==> src/verilog/gpib_pkg.sv <==
// Constants and state types shared by the instrument bus interface.
package gpib_pkg;

  // ----------------------------------------------------------------
  // Multiline command codes (7 bits, DIO8 ignored)
  // ----------------------------------------------------------------
  localparam logic [6:0] CMD_GTL       = 7'h01;
  localparam logic [6:0] CMD_SDC       = 7'h04;
  localparam logic [6:0] CMD_LLO       = 7'h11;
  localparam logic [6:0] CMD_DCL       = 7'h14;
  localparam logic [6:0] CMD_UNL       = 7'h3F;
  localparam logic [6:0] CMD_UNT       = 7'h5F;
  localparam logic [6:0] GRP_LISTEN    = 7'h20;
  localparam logic [6:0] GRP_TALK      = 7'h40;
  localparam logic [6:0] GRP_SECONDARY = 7'h60;
  localparam logic [6:0] GRP_MASK      = 7'h60;

  // ----------------------------------------------------------------
  // Primary address range
  // ----------------------------------------------------------------
  localparam int         ADDR_W   = 5;
  localparam logic [4:0] ADDR_MAX = 5'h1F;

  // ----------------------------------------------------------------
  // Timing
  // ----------------------------------------------------------------
  localparam int         CLK_PERIOD_NS = 50;
  localparam int         ATN_HOLD_NS   = 100;
  localparam int         ATN_HOLD_INT  = (ATN_HOLD_NS + CLK_PERIOD_NS - 1) / CLK_PERIOD_NS;
  localparam logic [2:0] ATN_HOLD_CYC  = 3'(ATN_HOLD_INT);

  // ----------------------------------------------------------------
  // Reset values and state types
  // ----------------------------------------------------------------
  localparam logic [14:0] SYNC_RST = 15'h7FFF;  // All bus lines released (high).

  typedef enum logic [1:0] {
    ACC_IDLE  = 2'b00,
    ACC_HOLD  = 2'b01,
    ACC_READY = 2'b10,
    ACC_TAKEN = 2'b11
  } acc_state_t;

  typedef enum logic [1:0] {
    SRC_IDLE  = 2'b00,
    SRC_SETUP = 2'b01,
    SRC_VALID = 2'b10,
    SRC_DONE  = 2'b11
  } src_state_t;

endpackage
==> src/verilog/gpib_device_if.sv <==
// Device-side instrument bus interface: addressing, handshake and uniline handling.
//
// Function
// - Bytes travel over eight bidirectional data lines, one per handshake.
// - All bus lines are low-true; released high means false.
// - Primary address 0 to 31 forms the talk and listen addresses.
// - Listen address is primary address OR 20h, taken under ATN.
// - Talk address is primary address OR 40h, taken under ATN.
// - Secondary addresses 60h-7Fh leave the addressed state untouched.
// - ATN true means command bytes; ATN false means device data.
// - One interlocked handshake serves data, addresses and commands alike.
// - Drive data only while addressed to talk; listeners may be many.
// - Only the source drives DAV to mark the byte valid.
// - Acceptor holds NRFD true until ready for the next byte.
// - Acceptor holds NDAC true until it has taken the byte.
// - Source asserts DAV only with NRFD high and NDAC low.
// - After ATN goes true, acceptor holds NRFD and NDAC stable 100 ns.
// - On DAV low, acceptor pulls NRFD low, then releases NDAC; this acceptor does both on one edge.
// - Source counts a byte accepted only when shared NDAC goes high.
// - Source then releases DAV; acceptors return NDAC low, release NRFD.
// - When talking, response bytes leave one by one as source.
// - EOI marks the last byte; detected as listener, driven as talker.
// - SRQ is asserted when service is needed and held until serviced.
// - REN true puts the device into remote operation.
// - IFC clears the bus interface state.
// - IFC returns the device to talker idle and listener idle.
// - DCL, or SDC while listening, restores default conditions.
// - GTL while listening returns to local; LLO locks out local control.
// - UNL drops listener role, UNT drops talker role, both under ATN.
// - UNL makes the device listener idle whatever its address.
module gpib_device_if
  import gpib_pkg::*;
(
  input  wire logic              clk_in,
  input  wire logic              sys_rst_in,
  input  wire logic [ADDR_W-1:0] prim_addr_in,
  input  wire logic [7:0]        dio_n_in,
  output logic      [7:0]        dio_n_out,
  output logic      [7:0]        dio_oe_out,
  input  wire logic              atn_n_in,
  input  wire logic              ifc_n_in,
  input  wire logic              ren_n_in,
  input  wire logic              eoi_n_in,
  output logic                   eoi_n_out,
  output logic                   eoi_oe_out,
  output logic                   srq_n_out,
  output logic                   srq_oe_out,
  input  wire logic              dav_n_in,
  output logic                   dav_n_out,
  output logic                   dav_oe_out,
  input  wire logic              nrfd_n_in,
  output logic                   nrfd_n_out,
  output logic                   nrfd_oe_out,
  input  wire logic              ndac_n_in,
  output logic                   ndac_n_out,
  output logic                   ndac_oe_out,
  input  wire logic              rx_ready_in,
  output logic      [7:0]        rx_data_out,
  output logic                   rx_end_out,
  output logic                   rx_valid_out,
  input  wire logic [7:0]        tx_data_in,
  input  wire logic              tx_end_in,
  input  wire logic              tx_valid_in,
  output logic                   tx_ready_out,
  input  wire logic              srq_set_in,
  input  wire logic              srq_clear_in,
  output logic                   listen_out,
  output logic                   talk_out,
  output logic                   remote_out,
  output logic                   lockout_out,
  output logic                   dev_clear_out
);

  // ----------------------------------------------------------------
  // Input synchronisers
  // ----------------------------------------------------------------
  logic [14:0] meta_r;
  logic [14:0] sync_r;

  // two-flop synchronisers.
  // Data lines share the flops with DAV; the source sets data up before DAV,
  // so data is settled by the time the synchronised DAV is seen.
  always_ff @(posedge clk_in) begin
    if (sys_rst_in) begin
      meta_r <= SYNC_RST;
      sync_r <= SYNC_RST;
    end else begin
      meta_r <= {dio_n_in, atn_n_in, ifc_n_in, ren_n_in, eoi_n_in,
                 dav_n_in, nrfd_n_in, ndac_n_in};
      sync_r <= meta_r;
    end
  end

  logic [7:0] dio_s;
  logic       atn_s;
  logic       ifc_s;
  logic       ren_s;
  logic       eoi_s;
  logic       dav_s;
  logic       nrfd_s;
  logic       ndac_s;
  // low level on a line means true.
  assign dio_s  = ~sync_r[14:7];
  assign atn_s  = ~sync_r[6];
  assign ifc_s  = ~sync_r[5];
  assign ren_s  = ~sync_r[4];
  assign eoi_s  = ~sync_r[3];
  assign dav_s  = ~sync_r[2];
  assign nrfd_s = ~sync_r[1];
  assign ndac_s = ~sync_r[0];

  // ----------------------------------------------------------------
  // ATN settle hold
  // ----------------------------------------------------------------
  logic       atn_prev_r;
  logic [2:0] hold_cnt_r;
  logic       atn_rise;
  logic       hold_busy;
  assign atn_rise  = atn_s & ~atn_prev_r;
  assign hold_busy = atn_rise | (hold_cnt_r != 3'h0);
  // freeze the acceptor outputs for 100 ns after ATN goes true.
  always_ff @(posedge clk_in) begin
    if (sys_rst_in) begin
      atn_prev_r <= 1'b0;
      hold_cnt_r <= 3'h0;
    end else begin
      atn_prev_r <= atn_s;
      if (atn_rise) begin
        hold_cnt_r <= ATN_HOLD_CYC;
      end else if (hold_cnt_r != 3'h0) begin
        hold_cnt_r <= hold_cnt_r - 3'h1;
      end
    end
  end

  // ----------------------------------------------------------------
  // Acceptor handshake
  // ----------------------------------------------------------------
  acc_state_t acc_st_r;
  logic       listen_r;
  logic       talk_r;
  logic       acc_act;
  logic       take;
  // Under ATN every device takes part, addressed or not.
  assign acc_act = (atn_s | listen_r) & ~ifc_s;
  assign take    = (acc_st_r == ACC_READY) & dav_s & acc_act & ~hold_busy;
  // one interlocked sequence for all bytes.
  always_ff @(posedge clk_in) begin
    if (sys_rst_in) begin
      acc_st_r <= ACC_IDLE;
    end else if (!acc_act) begin
      acc_st_r <= ACC_IDLE;
    end else if (!hold_busy) begin
      case (acc_st_r)
        ACC_IDLE:  acc_st_r <= ACC_HOLD;
        // NRFD held until ready and the previous DAV is gone.
        ACC_HOLD:  if ((atn_s | rx_ready_in) && !dav_s) begin
                     acc_st_r <= ACC_READY;
                   end
        // DAV seen, take the byte and swap NRFD for NDAC.
        ACC_READY: if (dav_s) begin
                     acc_st_r <= ACC_TAKEN;
                   end
        // DAV released, back to NDAC low and NRFD held.
        ACC_TAKEN: if (!dav_s) begin
                     acc_st_r <= ACC_HOLD;
                   end
        default:   acc_st_r <= ACC_IDLE;
      endcase
    end
  end

  // NDAC true until the byte is taken.
  assign nrfd_oe_out = (acc_st_r == ACC_HOLD) | (acc_st_r == ACC_TAKEN);
  assign ndac_oe_out = (acc_st_r == ACC_HOLD) | (acc_st_r == ACC_READY);
  assign nrfd_n_out  = 1'b0;
  assign ndac_n_out  = 1'b0;

  // data bytes reach the user only with ATN false.
  // EOI is latched with the byte it marks.
  always_ff @(posedge clk_in) begin
    if (sys_rst_in) begin
      rx_data_out  <= 8'h00;
      rx_end_out   <= 1'b0;
      rx_valid_out <= 1'b0;
    end else begin
      rx_valid_out <= take & ~atn_s;
      if (take && !atn_s) begin
        rx_data_out <= dio_s;
        rx_end_out  <= eoi_s;
      end
    end
  end

  // ----------------------------------------------------------------
  // Command decode under ATN
  // ----------------------------------------------------------------
  logic       cmd_stb;
  logic [6:0] cmd;
  logic [6:0] my_listen;
  logic [6:0] my_talk;
  logic       ren_prev_r;
  // address is the full 5-bit switch value.
  assign my_listen = GRP_LISTEN | {2'b00, prim_addr_in};
  assign my_talk   = GRP_TALK | {2'b00, prim_addr_in};
  assign cmd_stb   = take & atn_s;
  assign cmd       = dio_s[6:0];

  // IFC drops both roles, ahead of any command.
  // UNL wins over a listen address that shares its code.
  // secondary group matches neither branch and is ignored.
  always_ff @(posedge clk_in) begin
    if (sys_rst_in) begin
      listen_r <= 1'b0;
      talk_r   <= 1'b0;
    end else if (ifc_s) begin
      listen_r <= 1'b0;
      talk_r   <= 1'b0;
    end else if (cmd_stb) begin
      if (cmd == CMD_UNL) begin
        listen_r <= 1'b0;
      end else if (cmd == my_listen) begin
        listen_r <= 1'b1;
      end
      if (cmd == CMD_UNT) begin
        talk_r <= 1'b0;
      end else if (cmd == my_talk) begin
        talk_r <= 1'b1;
      end else if ((cmd & GRP_MASK) == GRP_TALK) begin
        // another talker addressed, only one may be active.
        talk_r <= 1'b0;
      end
    end
  end

  // device clear pulse, universal or selective while listening.
  always_ff @(posedge clk_in) begin
    if (sys_rst_in) begin
      dev_clear_out <= 1'b0;
    end else begin
      dev_clear_out <= cmd_stb & ((cmd == CMD_DCL) | ((cmd == CMD_SDC) & listen_r));
    end
  end

  // REN going true enters remote; own listen address under REN also does.
  // GTL while listening returns to local; LLO locks out.
  // Lockout only lasts while REN is true, so dropping REN frees the panel.
  always_ff @(posedge clk_in) begin
    if (sys_rst_in) begin
      ren_prev_r  <= 1'b0;
      remote_out  <= 1'b0;
      lockout_out <= 1'b0;
    end else begin
      ren_prev_r <= ren_s;
      if (!ren_s) begin
        remote_out  <= 1'b0;
        lockout_out <= 1'b0;
      end else begin
        if (cmd_stb && cmd == CMD_GTL && listen_r) begin
          remote_out <= 1'b0;
        end else if (!ren_prev_r || (cmd_stb && cmd == my_listen)) begin
          remote_out <= 1'b1;
        end
        if (cmd_stb && cmd == CMD_LLO) begin
          lockout_out <= 1'b1;
        end
      end
    end
  end

  assign listen_out = listen_r;
  assign talk_out   = talk_r;

  // ----------------------------------------------------------------
  // Source handshake
  // ----------------------------------------------------------------
  src_state_t src_st_r;
  logic [7:0] tx_byte_n_r;
  logic       tx_end_r;
  logic       src_act;
  logic       src_drive;

  // only an addressed talker with ATN false may source.
  assign src_act      = talk_r & ~atn_s & ~ifc_s;
  assign tx_ready_out = src_act & (src_st_r == SRC_IDLE);

  // response bytes leave one at a time.
  always_ff @(posedge clk_in) begin
    if (sys_rst_in) begin
      src_st_r <= SRC_IDLE;
    end else if (!src_act) begin
      src_st_r <= SRC_IDLE;
    end else begin
      case (src_st_r)
        SRC_IDLE:  if (tx_valid_in) begin
                     src_st_r <= SRC_SETUP;
                   end
        // wait for all ready and NDAC low.
        SRC_SETUP: if (!nrfd_s && ndac_s) begin
                     src_st_r <= SRC_VALID;
                   end
        // accepted only once shared NDAC goes high.
        SRC_VALID: if (!ndac_s) begin
                     src_st_r <= SRC_DONE;
                   end
        // DAV and data removed for one cycle.
        SRC_DONE:  src_st_r <= SRC_IDLE;
        default:   src_st_r <= SRC_IDLE;
      endcase
    end
  end

  // Byte is held inverted so the pin value comes straight from a flop.
  always_ff @(posedge clk_in) begin
    if (sys_rst_in) begin
      tx_byte_n_r <= 8'hFF;
      tx_end_r    <= 1'b0;
    end else if (tx_ready_out && tx_valid_in) begin
      tx_byte_n_r <= ~tx_data_in;
      tx_end_r    <= tx_end_in;
    end
  end

  assign src_drive = src_act & ((src_st_r == SRC_SETUP) | (src_st_r == SRC_VALID));
  // data lines driven as a byte.
  assign dio_n_out  = tx_byte_n_r;
  assign dio_oe_out = {8{src_drive}};
  // EOI driven alongside the last byte.
  assign eoi_n_out  = 1'b0;
  assign eoi_oe_out = src_drive & tx_end_r;
  // DAV driven only by this end as source.
  assign dav_n_out  = 1'b0;
  assign dav_oe_out = src_act & (src_st_r == SRC_VALID);

  // ----------------------------------------------------------------
  // Service request
  // ----------------------------------------------------------------
  logic srq_r;
  // request held until serviced; a new request wins over a clear.
  always_ff @(posedge clk_in) begin
    if (sys_rst_in) begin
      srq_r <= 1'b0;
    end else if (srq_set_in) begin
      srq_r <= 1'b1;
    end else if (srq_clear_in || dev_clear_out) begin
      srq_r <= 1'b0;
    end
  end
  assign srq_n_out  = 1'b0;
  assign srq_oe_out = srq_r;
endmodule

==> config.mk <==
export PLATFORM = sky130hd
export DESIGN_NAME = gpib_device_if
export DESIGN_NICKNAME = d
export VERILOG_FILES = /design/src/verilog/gpib_pkg.sv /design/src/verilog/gpib_device_if.sv
export SDC_FILE = /design/constraint.sdc
export NUM_CORES = 1
export LEC_CHECK = 0
export BUFFER_PORTS_ARGS = -buffer_cell sky130_fd_sc_hd__buf_2
export CORE_MARGIN = 1
export CORE_UTILIZATION = 54
export DETAILED_ROUTE_END_ITERATION = 8
export PLACE_DENSITY = 0.89
export SLEW_MARGIN = 20
export SYNTH_ARGS = -nofsm -noshare
export SYNTH_HDL_FRONTEND = slang
export SYNTH_SLANG_ARGS = --single-unit
==> constraint.sdc <==
create_clock -name clk_in -period 3.8 [get_ports clk_in]
set_input_delay 0.19 -clock clk_in [delete_from_list [all_inputs] [get_ports clk_in]]
set_output_delay 0.19 -clock clk_in [all_outputs]
set_load 0.05 [all_outputs]
==> out/qor.yml <==
timing:
  rsz0062_at_grt: "false"
  relSlewSlack_pct: 38.5
  period_needed_ns: 1.97
  hold_violations: 0
  skew_ns: 0.0116
  tightest_slew_ns: 0.915
  fmax_mhz: 508
  holdWs_ns: 0.0286
  slew_violations: 0
  fin_setup_tns_ns: 0
  setup_viol: 0
  post-route-period-util_pct: 51.8
synthesis:
  syn-cell-area_sq_um: 2480
  ys_ff_latch: 64
  synthTopCellsByArea: "dfxtp_1 (52%), or2_2 (7.8%), nor2_1 (4.5%)"
  synth_edf_count: 0
  synthDistinctLibCells: 45
  yosysMostFrequentCell: "dfxtp_1"
  yosysTopAreaCell: "dfxtp_1"
  synth.yosys.seq_area_share_pct: 51.7
  synth_top_area_share_pct: 51.7
  ys_async_sr_fraction_pct: 0
  ys.warnings.count: 0
  synth_commonest_cells: "dfxtp_1 (64), or2_2 (31), nor2_1 (30)"
  syn_avg_cell_area_sq_um: 10.0
  synthCells: 247
  synth_ff_type: "dfxtp_1"
die:
  io_pins: 77
  rows: 24
  dieArea_sq_um: 4860
  initial_core_util_pct: 56.5
  die_y_um: 69.7
  core_sq_um: 4380
  die_w_um: 69.7
power_and_ir_drop:
  clkPwrFrac_pct: 42.4
  p_comb_share_pct: 5.9
  intPower_uw: 1040
  p_leak_uw: 0.00135
  seq_power_share_pct: 51.7
  p_switching_uw: 308
  switching_share_pct: 22.8
  power_density_nw_per_um2: 454
  irDropWorstVdd_uv: 420
routing:
  wl_per_cell_um: 12.0
  num_vias: 1894
  wirelength_um: 4410
  avgViaCountPerCell: 5.13
  drtPass1Iterations: 4
  ant_nets: 0
  drt-initial-drc-count: 89
  drc: 0
worst_setup_path:
  crit_slowest_cell: "nor4_4"
  critPathLaunchType: "flop"
  path_class: "reg -> reg"
  cp_top_family: "simple AND/OR/NAND/NOR gates"
  cpPeakStageDelay_ns: 0.77
  critical_path_buf_inv_count: 0
  worst-path-max-fanout: 19
  endpoint_kind: "flop"
  cp_data_required_time_ns: 4.05
  critPathArrivalTime_ns: 2.21
  crit_chain: "or3_4 > nor4_4 > nor2_1 > a211oi_1"
placement:
  gp_congestion: 0.808
  place.detailed.hpwl_um: 3110
  io_buffers: 71
grt:
  grt_max_degree: 61
  antenna_found_initial: 0
  grt_pass1_vias: 1652
  grt_use_total_pct: 19.1
  grt_pass1_wl_um: 7110
  grt_overflow: 0
cts:
  cts-root-buf: "clkbuf_8"
  hold_buffers: 0
  cts.repair.resized: 0
  cts_buffer_depth: 2
  cts-buffers-inserted: 9
  clock_latency_ns: 0.34
  clk_pin_slew_worst_paths_ns: 0.07
  post_cts_buffers: 0
  clkSinkCount: 64
  htreeDepth: 3
  cts_tree: "done"
run:
  maxCapViolCount: 0
hold_path:
  hp-class: "in -> reg"
final_layout:
  n_fill_cell: 352
  final_net_count: 354
  drive_gt1_share_pct: 38.8
  synthToLayoutAreaGrowth_pct: 19.9
  diodes: 0
status:
  status: "complete, no violations"
-- cells by family (layout without fill, tap and decap cells) --
family	count (synthesis)	count (layout)	share of synthesized area [%]
compound gates	33	33	10.2
xor+xnor	5	5	1.77
fa+ha+maj	7	7	3.54
buf+inv	30	96	7.02
flops	64	64	51.7
mux	3	3	1.26
other cells	1	5	0.151
simple gates	104	104	24.3
-- cells in the final DEF, fill, tap and decap left out, types with 2 or more instances in the layout --
cell       n
nor2b_1    2
a211o_1    8
and2b_1    2
o22ai_1    2
and3_1     3
dfxtp_1   64
buf_2     71
nor3_1     6
ha_1       7
nor4_4     2
or2_2     31
and2_1     3
nand2b_1   3
nand2_1    6
a211oi_1  10
nor3b_1    2
mux2i_1    2
conb_1     5
xnor2_1    5
clkinv_2   2
clkbuf_8  10
nand3_1    3
inv_1      9
o21ai_0    2
nor4_1     3
nor2_1    30
a21oi_1    3
-- per-stage QoR --
stage / instance area, sq um / total power, uW / setup slack [ns] / util, % / cells
finish: 2970 / 1350 / 1.83 / 67.8 / 369
global route: 2970 / 1400 / 1.67 / 67.8 / 369
CTS: 2970 / 1350 / 1.84 / 67.8 / 369
detailed placement: 2770 / 792 / 1.85 / 63.2 / 353
global placement: 2770 / 790 / 1.97 / 63.2 / 353
floorplan: 2490 / 770 / 2.07 / - / 251
-- power by group through the flow --
stage	Sequential, uW	Combinational, uW	Clock (uW)
2_1_floorplan	713	56.8	0
3_5_place_dp	713	79.2	0
3_3_place_gp	712	77.9	0
5_1_grt	700	87.6	613
4_1_cts	698	79.5	576
6_report	698	79.3	572
-- per-layer routing --
layer | track usage [%] | vias up | wire (um)
met1 | 21.5 | 868 | 1960
met3 | 7.56 | 6 | 275
li1 | - | 954 | -
met2 | 31.1 | 66 | 2110
met5 | 0 | - | 0
met4 | 10.4 | 0 | 71
-- sequential cells by signal, indices dropped and copies added (netlist names), 2 cells and up --
signal and flops:
meta_r 15, hold_cnt_r 3, rx_data_out 8, dio_n_out 8, acc_st_r 2, src_st_r 2
sync_r 15
-- layout make-up --
type	instances	area, sq um	area share (%)
clock inverters	5	56.3	1.90
well taps	52	65.1	2.19
repair buffers	71	355	12.0
clock buffers	11	141	4.76
flip-flops and latches	64	1280	43.1
multi-input cells	157	1040	34.9
inverters	9	33.8	1.14
-- worst paths after layout --
path                                     from              to  slack [ns]  cells past startpoint
worst min-delay path                 eoi_n_in       meta_r[3]        0.03                      2
worst max-delay path            hold_cnt_r[0]  rx_data_out[1]        1.83                      4
worst min register to register     meta_r[12]      sync_r[12]        0.41                      1
worst max register to register  hold_cnt_r[0]  rx_data_out[1]        1.83                      4
No activity file was read; power rests on OpenSTA's default activity.
